`config.mk`:
```
export PLATFORM = sky130hd
export DESIGN_NAME = serial_position_transmitter
export DESIGN_NICKNAME = d
export VERILOG_FILES = /design/src/rtl/serial_position_transmitter.v
export VERILOG_INCLUDE_DIRS = /design/src /design/src/rtl
export SDC_FILE = /design/constraint.sdc
export NUM_CORES = 1
export LEC_CHECK = 0
export BUFFER_PORTS_ARGS = -buffer_cell sky130_fd_sc_hd__buf_2
export CAP_MARGIN = 40
export CELL_PAD_IN_SITES_DETAIL_PLACEMENT = 1
export CELL_PAD_IN_SITES_GLOBAL_PLACEMENT = 1
export CORE_ASPECT_RATIO = 1.2
export CORE_MARGIN = 5
export CORE_UTILIZATION = 49
export CTS_CLUSTER_SIZE = 28
export DETAILED_ROUTE_END_ITERATION = 8
export PLACE_DENSITY = 0.81
export RECOVER_POWER = 50
export SLEW_MARGIN = 30
export SYNTH_ARGS = -nofsm -noshare
export SYNTH_HDL_FRONTEND = slang
export SYNTH_SLANG_ARGS = --single-unit
```
`constraint.sdc`:
```
create_clock -name i_clk_sys -period 74.2 [get_ports i_clk_sys]
set_clock_uncertainty 0.1 [all_clocks]
set_input_delay 14.84 -clock i_clk_sys [delete_from_list [all_inputs] [get_ports i_clk_sys]]
set_output_delay 14.84 -clock i_clk_sys [all_outputs]
set_load 0.02 [all_outputs]
```
`src/rtl/serial_position_defines.vh`:
```
`ifndef SERIAL_POSITION_DEFINES_VH
`define SERIAL_POSITION_DEFINES_VH
`define CLK_HZ 100000000
`define BYTE_START 8'h02
`define BYTE_END 8'h03
`define BYTE_NUL 8'h00
`define BYTE_CR 8'h0D
`define BYTE_ERR_MARK 8'hFF
`define CMD_POSITION 8'h04
`define ADDR_BASE 8'h0B
`define ERR_SEQUENCE 8'h04
`define ERR_CHECKSUM 8'h0A
`define DATA_BITS 8
`define BAUD_9600 9600
`define BAUD_600 600
`define BAUD_1200 1200
`define BAUD_2400 2400
`define BAUD_4800 4800
`define BAUD_19200 19200
`define BAUD_38400 38400
`define BAUD_115200 115200
`define AUTO_GAP_BYTES 4'h1
`endif

```
`src/rtl/serial_position_transmitter.v`:
```
`timescale 1ns/1ps
`include "serial_position_defines.vh"
module serial_position_transmitter (
  input wire i_clk_sys,
  input wire i_rst,
  input wire [23:0] i_position,
  input wire i_addressable,
  input wire [3:0] i_baud_switch,
  input wire [3:0] i_address_switch,
  input wire [3:0] i_mode_switch,
  input wire i_rx,
  output reg o_tx,
  output reg o_busy,
  output reg o_auto_mode
);
  localparam ST_IDLE = 4'b0001;
  localparam ST_LOAD = 4'b0010;
  localparam ST_SEND = 4'b0100;
  localparam ST_GAP = 4'b1000;

  function [31:0] baud_of;
    input [2:0] sel;
    begin
      case (sel)
        3'd0: baud_of = `BAUD_9600;
        3'd1: baud_of = `BAUD_600;
        3'd2: baud_of = `BAUD_1200;
        3'd3: baud_of = `BAUD_2400;
        3'd4: baud_of = `BAUD_4800;
        3'd5: baud_of = `BAUD_19200;
        3'd6: baud_of = `BAUD_38400;
        default: baud_of = `BAUD_115200;
      endcase
    end
  endfunction

  function [17:0] div_of;
    input [2:0] sel;
    reg [31:0] q;
    begin
      q = `CLK_HZ / baud_of(sel);
      div_of = q[17:0];
    end
  endfunction

  // Plain baud select
  // Switch 0-7 on plain variant is undefined; mapped like 8-F.
  wire [2:0] plain_sel = i_baud_switch[2:0];
  wire [2:0] baud_sel = i_addressable ? i_mode_switch[2:0] : plain_sel;
  wire auto = ~i_addressable | i_mode_switch[3];
  wire [7:0] own_addr = `ADDR_BASE + {4'h0, i_address_switch};

  reg [17:0] bit_div;
  reg [17:0] tx_cnt;
  reg [3:0] tx_bit;
  reg [9:0] tx_shift;
  reg [3:0] state;
  reg [2:0] msg_idx;
  reg [2:0] msg_len;
  reg [1:0] msg_kind;
  reg [7:0] err_code;
  reg [23:0] pos_latch;
  reg [3:0] gap_cnt;
  reg [7:0] cur_byte;

  // Receiver state
  reg [1:0] rx_sync;
  reg [17:0] rx_cnt;
  reg [3:0] rx_bit;
  reg [7:0] rx_shift;
  reg rx_active;
  reg [2:0] req_idx;
  reg [7:0] req_cmd;
  reg [7:0] req_addr;
  reg [7:0] req_chk;
  reg req_bad;
  reg req_pending;
  reg [1:0] req_kind;
  reg [7:0] req_err;

  always @* begin
    cur_byte = `BYTE_START;
    case (msg_kind)
      2'd0: begin
        case (msg_idx)
          3'd1: cur_byte = pos_latch[23:16];
          3'd2: cur_byte = pos_latch[15:8];
          3'd3: cur_byte = pos_latch[7:0];
          3'd4: cur_byte = `BYTE_END;
          3'd5: cur_byte = `BYTE_NUL;
          3'd6: cur_byte = `BYTE_CR;
          default: cur_byte = `BYTE_START;
        endcase
      end
      2'd1: begin
        case (msg_idx)
          3'd1: cur_byte = pos_latch[23:16];
          3'd2: cur_byte = pos_latch[15:8];
          3'd3: cur_byte = pos_latch[7:0];
          3'd4: cur_byte = own_addr;
          default: cur_byte = `BYTE_START;
        endcase
      end
      default: begin
        case (msg_idx)
          3'd1: cur_byte = `BYTE_ERR_MARK;
          3'd2: cur_byte = `BYTE_ERR_MARK;
          3'd3: cur_byte = err_code;
          3'd4: cur_byte = `BYTE_END;
          default: cur_byte = `BYTE_START;
        endcase
      end
    endcase
  end

  wire rx_mid = rx_active && (rx_cnt == {1'b0, bit_div[17:1]});
  wire rx_in = rx_sync[1];
  wire [7:0] chk_sum = `BYTE_START + req_cmd + req_addr;
  // Clear and take in one cycle, so a request ending then is kept
  wire take_now = (state == ST_IDLE) && !auto && req_pending;

  always @(posedge i_clk_sys) begin
    if (i_rst) begin
      rx_sync <= 2'b11;
      rx_cnt <= 18'd0;
      rx_bit <= 4'd0;
      rx_shift <= 8'h00;
      rx_active <= 1'b0;
      req_idx <= 3'd0;
      req_cmd <= 8'h00;
      req_addr <= 8'h00;
      req_chk <= 8'h00;
      req_bad <= 1'b0;
      req_pending <= 1'b0;
      req_kind <= 2'd0;
      req_err <= 8'h00;
    end else begin
      rx_sync <= {rx_sync[0], i_rx};
      // Set after clear: a request finished in the take cycle wins
      if (take_now)
        req_pending <= 1'b0;
      if (!rx_active) begin
        if (!rx_in) begin
          rx_active <= 1'b1;
          rx_cnt <= 18'd0;
          rx_bit <= 4'd0;
        end
      end else if (rx_cnt == bit_div - 18'd1) begin
        rx_cnt <= 18'd0;
      end else begin
        rx_cnt <= rx_cnt + 18'd1;
      end
      if (rx_mid) begin
        rx_bit <= rx_bit + 4'd1;
        if (rx_bit == 4'd0 && rx_in)
          rx_active <= 1'b0;
        else if (rx_bit >= 4'd1 && rx_bit <= 4'd8)
          rx_shift <= {rx_in, rx_shift[7:1]};
        else if (rx_bit == 4'd9) begin
          rx_active <= 1'b0;
          case (req_idx)
            3'd0: if (rx_shift == `BYTE_START) begin
              req_idx <= 3'd1;
              req_bad <= 1'b0;
            end
            3'd1: begin
              req_cmd <= rx_shift;
              req_idx <= 3'd2;
              if (rx_shift != `CMD_POSITION)
                req_bad <= 1'b1;
            end
            3'd2: begin
              req_addr <= rx_shift;
              req_idx <= 3'd3;
            end
            3'd3: begin
              req_chk <= rx_shift;
              req_idx <= 3'd4;
            end
            default: begin
              req_idx <= 3'd0;
              if (!auto) begin
                if (req_bad || rx_shift != `BYTE_END) begin
                  req_pending <= 1'b1;
                  req_kind <= 2'd2;
                  req_err <= `ERR_SEQUENCE;
                end else if (req_chk != chk_sum) begin
                  req_pending <= 1'b1;
                  req_kind <= 2'd2;
                  req_err <= `ERR_CHECKSUM;
                end else if (req_addr == own_addr) begin
                  req_pending <= 1'b1;
                  req_kind <= 2'd1;
                end
              end
            end
          endcase
        end
      end
    end
  end

  always @(posedge i_clk_sys) begin
    if (i_rst) begin
      bit_div <= div_of(3'd0);
      tx_cnt <= 18'd0;
      tx_bit <= 4'd0;
      tx_shift <= 10'h3FF;
      state <= ST_IDLE;
      msg_idx <= 3'd0;
      msg_len <= 3'd6;
      msg_kind <= 2'd0;
      err_code <= 8'h00;
      pos_latch <= 24'h00_0000;
      gap_cnt <= 4'h0;
      o_tx <= 1'b1;
      o_busy <= 1'b0;
      o_auto_mode <= 1'b0;
    end else begin
      o_auto_mode <= auto;
      case (state)
        ST_IDLE: begin
          o_busy <= 1'b0;
          o_tx <= 1'b1;
          // Rate only changes between messages to avoid torn frames
          bit_div <= div_of(baud_sel);
          msg_idx <= 3'd0;
          if (auto) begin
            msg_kind <= 2'd0;
            msg_len <= 3'd6;
            pos_latch <= i_position;
            state <= ST_LOAD;
          end else if (take_now) begin
            msg_kind <= req_kind;
            msg_len <= 3'd4;
            err_code <= req_err;
            pos_latch <= i_position;
            state <= ST_LOAD;
          end
        end
        ST_LOAD: begin
          o_busy <= 1'b1;
          tx_shift <= {1'b1, cur_byte, 1'b0};
          tx_cnt <= 18'd0;
          tx_bit <= 4'd0;
          state <= ST_SEND;
        end
        ST_SEND: begin
          o_tx <= tx_shift[0];
          if (tx_cnt == bit_div - 18'd1) begin
            tx_cnt <= 18'd0;
            tx_shift <= {1'b1, tx_shift[9:1]};
            if (tx_bit == 4'd9) begin
              if (msg_idx == msg_len) begin
                gap_cnt <= `AUTO_GAP_BYTES;
                state <= ST_GAP;
              end else begin
                msg_idx <= msg_idx + 3'd1;
                state <= ST_LOAD;
              end
            end else begin
              tx_bit <= tx_bit + 4'd1;
            end
          end else begin
            tx_cnt <= tx_cnt + 18'd1;
          end
        end
        ST_GAP: begin
          o_tx <= 1'b1;
          if (tx_cnt == bit_div - 18'd1) begin
            tx_cnt <= 18'd0;
            gap_cnt <= gap_cnt - 4'h1;
            if (gap_cnt == 4'h1)
              state <= ST_IDLE;
          end else begin
            tx_cnt <= tx_cnt + 18'd1;
          end
        end
        default: state <= ST_IDLE;
      endcase
    end
  end
endmodule // serial_position_transmitter

```
==> flow_summary.ini, run 1 <==
[timing]
max_slew_margin_pct = -102
max_freq_mhz = 14.1
rsz0062_at_grt = no
final_hold_viol_count = 0
finalCritPeriodShare_pct = 95.4
worst_pin_slew_ps = 3040
finalSetupViolCount = 0
final.setup.tns_ps = 0
fin_crit_ps = 70790
drv_slew = 190

[status]
outcome = complete, but fails checks
violations = capacitance limit, slew limit

[grt]
track_usage_pct = 34.8
grt_max_degree = 69
antenna_found_initial = 2
grt_pass1_wl_microns = 169000
grt_use_met1_pct = 40.9
met3_usage_pct = 3.64
grt_pass1_vias = 30800
grt-ovfl-total = 0
grt_busiest_layer = met2
use_met2_pct = 61.1

[critical_path]
critPathArrivalTime_ps = 71030
critPathSlowestCell = or4_1
startpoint = i_addressable
criticalPathCategory = in -> reg
r2r_slack_ps = 69640
cp_top_family = compound AO/OA/AOI/OAI gates
r2r-start = bit_div[7]
r2r_end = tx_cnt[9]
start_kind = input pin
cp-end-kind = flop
cp_max_fo = 24
cp.required_ps = 74450
r2r.worst_path.cells = 12
critPathBufInv = 11
cpPeakStageDelay_ps = 690
cpMostUsedCell = a21oi_1

[route]
wl_per_cell_microns = 23.7
drtIter0Drc = 2342
num_vias = 30300
first_pass_iters = 7
vias_per_cell = 6.65
postRouteAntennaNets = 0
wl_microns = 108000
drc = 0

[placed_design]
place_area_sq_um = 28100
dp_hpwl_microns = 81400
gp_congestion = 0.987
io_buffers = 41
dpl.cell_count = 4520

[clocking]
htree_levels = 4
cts_root_buf = clkbuf_16
cts_buffers = 17
clk_latency_ps = 440
clock-sinks = 157
cts_tree = built
cts_setup_buffers = 0
clk_pin_slew_ps = 70
clockBufferDepth = 2

[cells_and_area]
layout-drive-gt1-share_pct = 8.53
stdcell_count = 4557
layout.nets = 4119
area_growth_pct = 7.47
final_core_util_pct = 52.9
nFillCells = 7210
final_area_sq_um = 28800

[yosys]
synth_area_sq_um = 26800
synth_top_area_share_pct = 11.9
synth_warnings = 0
syn_inst = 3823
synth-seq-cells = 157
synth_enable_flop_cells = 0
seq_area_frac_synth_pct = 11.7
synth_cell_type_count = 127
synth_area_per_cell_sq_um = 7.01
yosysTopAreaCell = ha_1
async_flop_share_pct = 0
synth_area_leaders = ha_1 (12%), dfxtp_1 (12%), a21oi_1 (6.6%)
synth_ff_type = dfxtp_1

[job]
drv_cap = 4

[hold_path]
hold_end = rx_sync[1]
hold_depth = 1
hp-start = rx_sync[0]
hold_path_class = reg -> reg

[floorplanning]
die_w_microns = 223
die-area_sq_um = 59500
rows = 94
die_height_microns = 266
initial_utilization_pct = 49.2
io_pins = 43
fp.coreArea_sq_um = 54500
kinds of logic after synthesis:
logic type                 synth area share, %
buffers and inverters                     4.07
muxes                                     4.28
AOI/OAI and AO/OA                         30.7
adders and majority gates                 12.1
xor gates and xnor gates                  9.14
other                                   0.0280
and+or+nand+nor                           28.0
DFF                                       11.7
layout by cell type (no fill, tap or decap), types with 13 or more instances in the layout:
| cell type | count |
|---|---|
| a31oi_1 | 55 |
| nand2b_1 | 51 |
| o22ai_1 | 14 |
| dfxtp_1 | 157 |
| nand3_1 | 97 |
| nor4_1 | 45 |
| mux2i_1 | 69 |
| inv_1 | 101 |
| o31ai_1 | 29 |
| nor2_1 | 432 |
| buf_2 | 37 |
| nor3_1 | 132 |
| nor2b_1 | 55 |
| nand3b_1 | 27 |
| o31a_1 | 19 |
| o21ai_0 | 227 |
| xnor2_1 | 189 |
| a31o_2 | 16 |
| o21bai_1 | 18 |
| nand2_1 | 358 |
| a211o_1 | 34 |
| o21ai_1 | 13 |
| or2_2 | 21 |
| xor2_1 | 87 |
| nor3b_1 | 22 |
| and3_1 | 63 |
| a21oi_1 | 349 |
| ha_1 | 254 |
| o211ai_1 | 39 |
| o21a_1 | 48 |
| buf_4 | 91 |
| or4_1 | 17 |
| a211oi_1 | 50 |
| mux2_2 | 35 |
| and2_1 | 31 |
| a21o_1 | 106 |
| nand4_1 | 49 |
| or3_1 | 38 |
| clkbuf_16 | 17 |
sequential cells by signal, indices dropped and copies added (netlist names), 4 cells and up:
| register | count |
|---|---|
| tx_bit | 4 |
| pos_latch | 24 |
| req_addr | 8 |
| tx_cnt | 18 |
| bit_div | 17 |
| gap_cnt | 4 |
| req_chk | 8 |
| rx_cnt | 18 |
| state | 4 |
| rx_bit | 4 |
| rx_shift | 8 |
| tx_shift | 9 |
| req_cmd | 8 |
final cells by class:
type,count,area [sq um],area share (%)
diodes,2,5.00,0.0174
clock buffers,20,467,1.62
clock inverters,12,184,0.639
inverters,114,429,1.49
multi-input cells,3393,22700,79.0
flip-flops and latches,157,3140,10.9
well taps,720,901,3.13
repair buffers,139,930,3.23
synth_stat cells (all sizes together) (18+ instances only):
library cell / number
nand3b: 28
a21oi: 356
a2111oi: 19
and3: 64
a31oi: 58
o21bai: 19
nand2b: 51
dfxtp: 157
nor3b: 24
o21a: 49
o211ai: 40
nor3: 134
and2: 32
nor4: 52
o21ai: 242
or4: 18
nand2: 365
a211oi: 53
clkbuf: 125
a21o: 106
xor2: 87
or3: 38
o31ai: 32
mux2i: 70
ha: 255
o31a: 20
a211o: 34
inv: 109
nor2: 436
nand4: 50
xnor2: 191
nor2b: 55
a31o: 18
buf: 41
mux2: 39
or2: 25
nand3: 98
timing repair:
action | in CTS | in global routing
resized for setup | 0 | 24
hold buffers | 0 | 0
endpoints found under the setup margin | 0 | 2
metal layers:
| layer | up-vias | wire length (microns) |
|---|---|---|
| met1 | 14700 | 43500 |
| met4 | 0 | 7420 |
| met5 | - | 0 |
| met3 | 358 | 6080 |
| li1 | 14200 | - |
| met2 | 998 | 51100 |
worst reg2reg max path, stage by stage, from the launching register on:
cell      delay [ps]
dfxtp_1          400
or4_1            580
or3_1            490
nor3_1           290
xnor2_1          230
xor2_1           180
nand4_1          140
nor4_1           340
buf_4            230
a21o_1           560
inv_1            400
nand3b_1         230
a21oi_1          110
worst max-delay path by stage:
stage | endpoint | slack [ps] | cells after the start
5_1_grt | bit_div[0] | 110 | 248
4_1_cts | bit_div[0] | 1960 | 238
3_3_place_gp | bit_div[0] | 2630 | 236
6_report | bit_div[0] | 3410 | 243
3_5_place_dp | bit_div[0] | 1730 | 238
2_1_floorplan | bit_div[0] | 9050 | 259
per-stage QoR:
stage / worst slack [ps] / hold WS [ps]
after floorplan: 9050 / 289
after global placement: 2630 / 308
after detailed placement: 1730 / 316
after CTS: 1960 / 336
after global routing: 113 / 343
final: 3410 / 336
Power of run 1 is left out: the tool's default activity adds up to more than one toggle a clock period on the data nets, which glitch-free logic cannot reach.
==> run 2: changes to the inputs <==
--- a/config.mk
+++ b/config.mk
@@ -6,13 +6,14 @@
 export SDC_FILE = /design/constraint.sdc
 export NUM_CORES = 1
 export LEC_CHECK = 0
+export ABC_AREA = 1
 export BUFFER_PORTS_ARGS = -buffer_cell sky130_fd_sc_hd__buf_2
 export CAP_MARGIN = 40
 export CELL_PAD_IN_SITES_DETAIL_PLACEMENT = 1
 export CELL_PAD_IN_SITES_GLOBAL_PLACEMENT = 1
 export CORE_ASPECT_RATIO = 1.2
 export CORE_MARGIN = 5
-export CORE_UTILIZATION = 49
+export CORE_UTILIZATION = 47
 export CTS_CLUSTER_SIZE = 28
 export DETAILED_ROUTE_END_ITERATION = 8
 export PLACE_DENSITY = 0.81
==> run 2 against run 1 <==
The flow still finishes with violations (capacitance limit, slew limit). Hold slack got worse by 15 ps. Fmax increased by 13%. Utilization decreased by 3.3 points. Synthesized cell count increased by 12%.
==> flow_summary.ini, run 2 <==
[critical_path]
start_kind = input pin
cp_top_family = simple AND/OR/NAND/NOR gates
cpPeakStageDelay_ps = 770
cp_max_fo = 33
critPathArrivalTime_ps = 62990
cp-end-kind = flop
critPathBufInv = 28
criticalPathCategory = in -> reg
cp.required_ps = 74480
cpMostUsedCell = nand2_1
critPathSlowestCell = nand2_2

[placed_design]
gp_congestion = 0.933
io_buffers = 41
dp_hpwl_microns = 73700

[cells_and_area]
nFillCells = 7876
area_growth_pct = 4.14
final_common_cell = nand2_1
multi_input_area_sq_um = 20100
final_cell_mix = nand2_1 (1,014), inv_1 (524), nor2_1 (373)
top_regs = pos_latch x24, rx_cnt x18, tx_cnt x18
layout-drive-gt1-share_pct = 8.56
diodes = 0
largest_reg_flops = 24
top_register = pos_latch
area.sequential_sq_um = 3140
layout.nets = 4570

[clocking]
htree_levels = 4
cts_resized = 0
cts_tree = built
clockBufferDepth = 2
clk_pin_slew_ps = 70
cts_setup_buffers = 0
clock-sinks = 157
clk_latency_ps = 450
cts_buffers = 17
cts_root_buf = clkbuf_16
cts_hold_buf = 0

[yosys]
async_flop_share_pct = 0
synth_cell_type_count = 89
yosysMostFrequentCell = nand2_1
synth_enable_flop_cells = 0
synth_area_per_cell_sq_um = 6.10
synth_ff_type = dfxtp_1
syn_inst = 4293
synth-seq-cells = 157
synth_common_cells = nand2_1 (1,015), inv_1 (524), nor2_1 (375)
synth_area_sq_um = 26200
yosysTopAreaCell = nand2_1
synth_area_leaders = nand2_1 (15%), ha_1 (12%), dfxtp_1 (12%)
seq_area_frac_synth_pct = 12.0
synth_warnings = 0
synth_top_area_share_pct = 14.5

[floorplanning]
rows = 94
die-area_sq_um = 60600
fp.coreArea_sq_um = 55000
io_pins = 43
initial_utilization_pct = 47.6
die_w_microns = 225
die_height_microns = 269

[timing]
final.setup.tns_ps = 0
drv_slew = 154
worst_pin_slew_ps = 2850
holdWs_ps = 322
finalSetupViolCount = 0
rsz0062_at_grt = no
max_freq_mhz = 15.9
finalCritPeriodShare_pct = 84.5
final_hold_viol_count = 0
max_slew_margin_pct = -90.3
fin_crit_ps = 62710

[grt]
grt-ovfl-total = 0
track_usage_pct = 30.6
grt_pass1_vias = 29600
antenna_found_initial = 0
grt_max_degree = 57
grt_pass1_wl_microns = 152000

[route]
num_vias = 29000
first_pass_iters = 7
drtIter0Drc = 1464
wl_microns = 95400
vias_per_cell = 5.80
drc = 0
wl_per_cell_microns = 19.0
postRouteAntennaNets = 0

[status]
violations = capacitance limit, slew limit
outcome = complete, but fails checks

[job]
drv_cap = 3

[hold_path]
hold_path_class = reg -> reg
-- run 2: cell count changes after synthesis, sizes merged, moves of 66 or more --
cell and delta:
a21o -96, nand2 +751, o21ai +69, mux2i -69, xnor2 -100, inv +439, nand3 +265, a21oi -66
-- run 2: worst paths after layout --
| kind | start | slack [ps] | to | depth (start not counted) |
|---|---|---|---|---|
| setup / recovery | i_addressable | 11490 | bit_div[0] | 274 |
| hold / removal | rx_sync[0] | 320 | rx_sync[1] | 1 |
| setup reg to reg | bit_div[15] | 69290 | gap_cnt[2] | 19 |
| hold reg to reg | rx_sync[0] | 320 | rx_sync[1] | 1 |
-- run 2: metrics by stage --
| stage | instance area (sq um) | instances | util (%) | worst slack (ps) |
|---|---|---|---|---|
| 2_1_floorplan | 26200 | 4300 | - | 22720 |
| 3_3_place_gp | 26600 | 4969 | 48.4 | 12360 |
| 3_5_place_dp | 26700 | 4971 | 48.4 | 11620 |
| 4_1_cts | 27300 | 5003 | 49.5 | 11920 |
| 5_1_grt | 27300 | 5006 | 49.5 | 7110 |
| 6_report | 27300 | 5006 | 49.5 | 11490 |
-- run 2: kinds of logic after synthesis --
logic type | Yosys count | share of synthesized area (%)
flip-flops | 157 | 12.0
multiplexers | 1 | 0.0382
other | 2 | 0.0287
AND/OR/NAND/NOR | 2181 | 39.0
adder cells (fa/ha/maj) | 257 | 12.3
AO/OA/AOI/OAI | 778 | 17.0
buffers and inverters | 676 | 11.5
XOR/XNOR | 241 | 8.09
-- run 2: final cells by class --
| cell class | count | share of cell area [%] |
|---|---|---|
| Clock buffer | 17 | 1.56 |
| Timing Repair Buffer | 73 | 1.66 |
| Multi-Input combinational cell | 3467 | 73.6 |
| Inverter | 557 | 7.72 |
| Sequential cell | 157 | 11.5 |
| Clock inverter | 15 | 0.629 |
| Tap cell | 720 | 3.30 |
-- run 2: worst register-to-register path: stages, from the launching register on --
cell	delay (ps)
dfxtp_1	410
inv_1	140
nand3_1	130
nor3_1	340
nand3_1	180
nor2_1	270
nand4_1	180
nor2_1	150
nor2_1	90
xor2_1	220
nor4_1	230
nand4_1	170
nor2_1	150
nand3b_1	560
nand2_1	320
inv_1	80
nor2_1	210
nand4_1	340
o21ai_0	410
nor3b_1	90
-- run 2: routing by layer --
layer / part of all wire [%] / vias up / global-route usage [%]
met5: 0 / - / 0
met4: 5.3 / 0 / 15.0
met3: 3.6 / 244 / 2.44
met2: 50 / 591 / 56.9
met1: 41 / 13900 / 35.1
li1: - / 14200 / -
Power of run 2 is left out for the same reason.
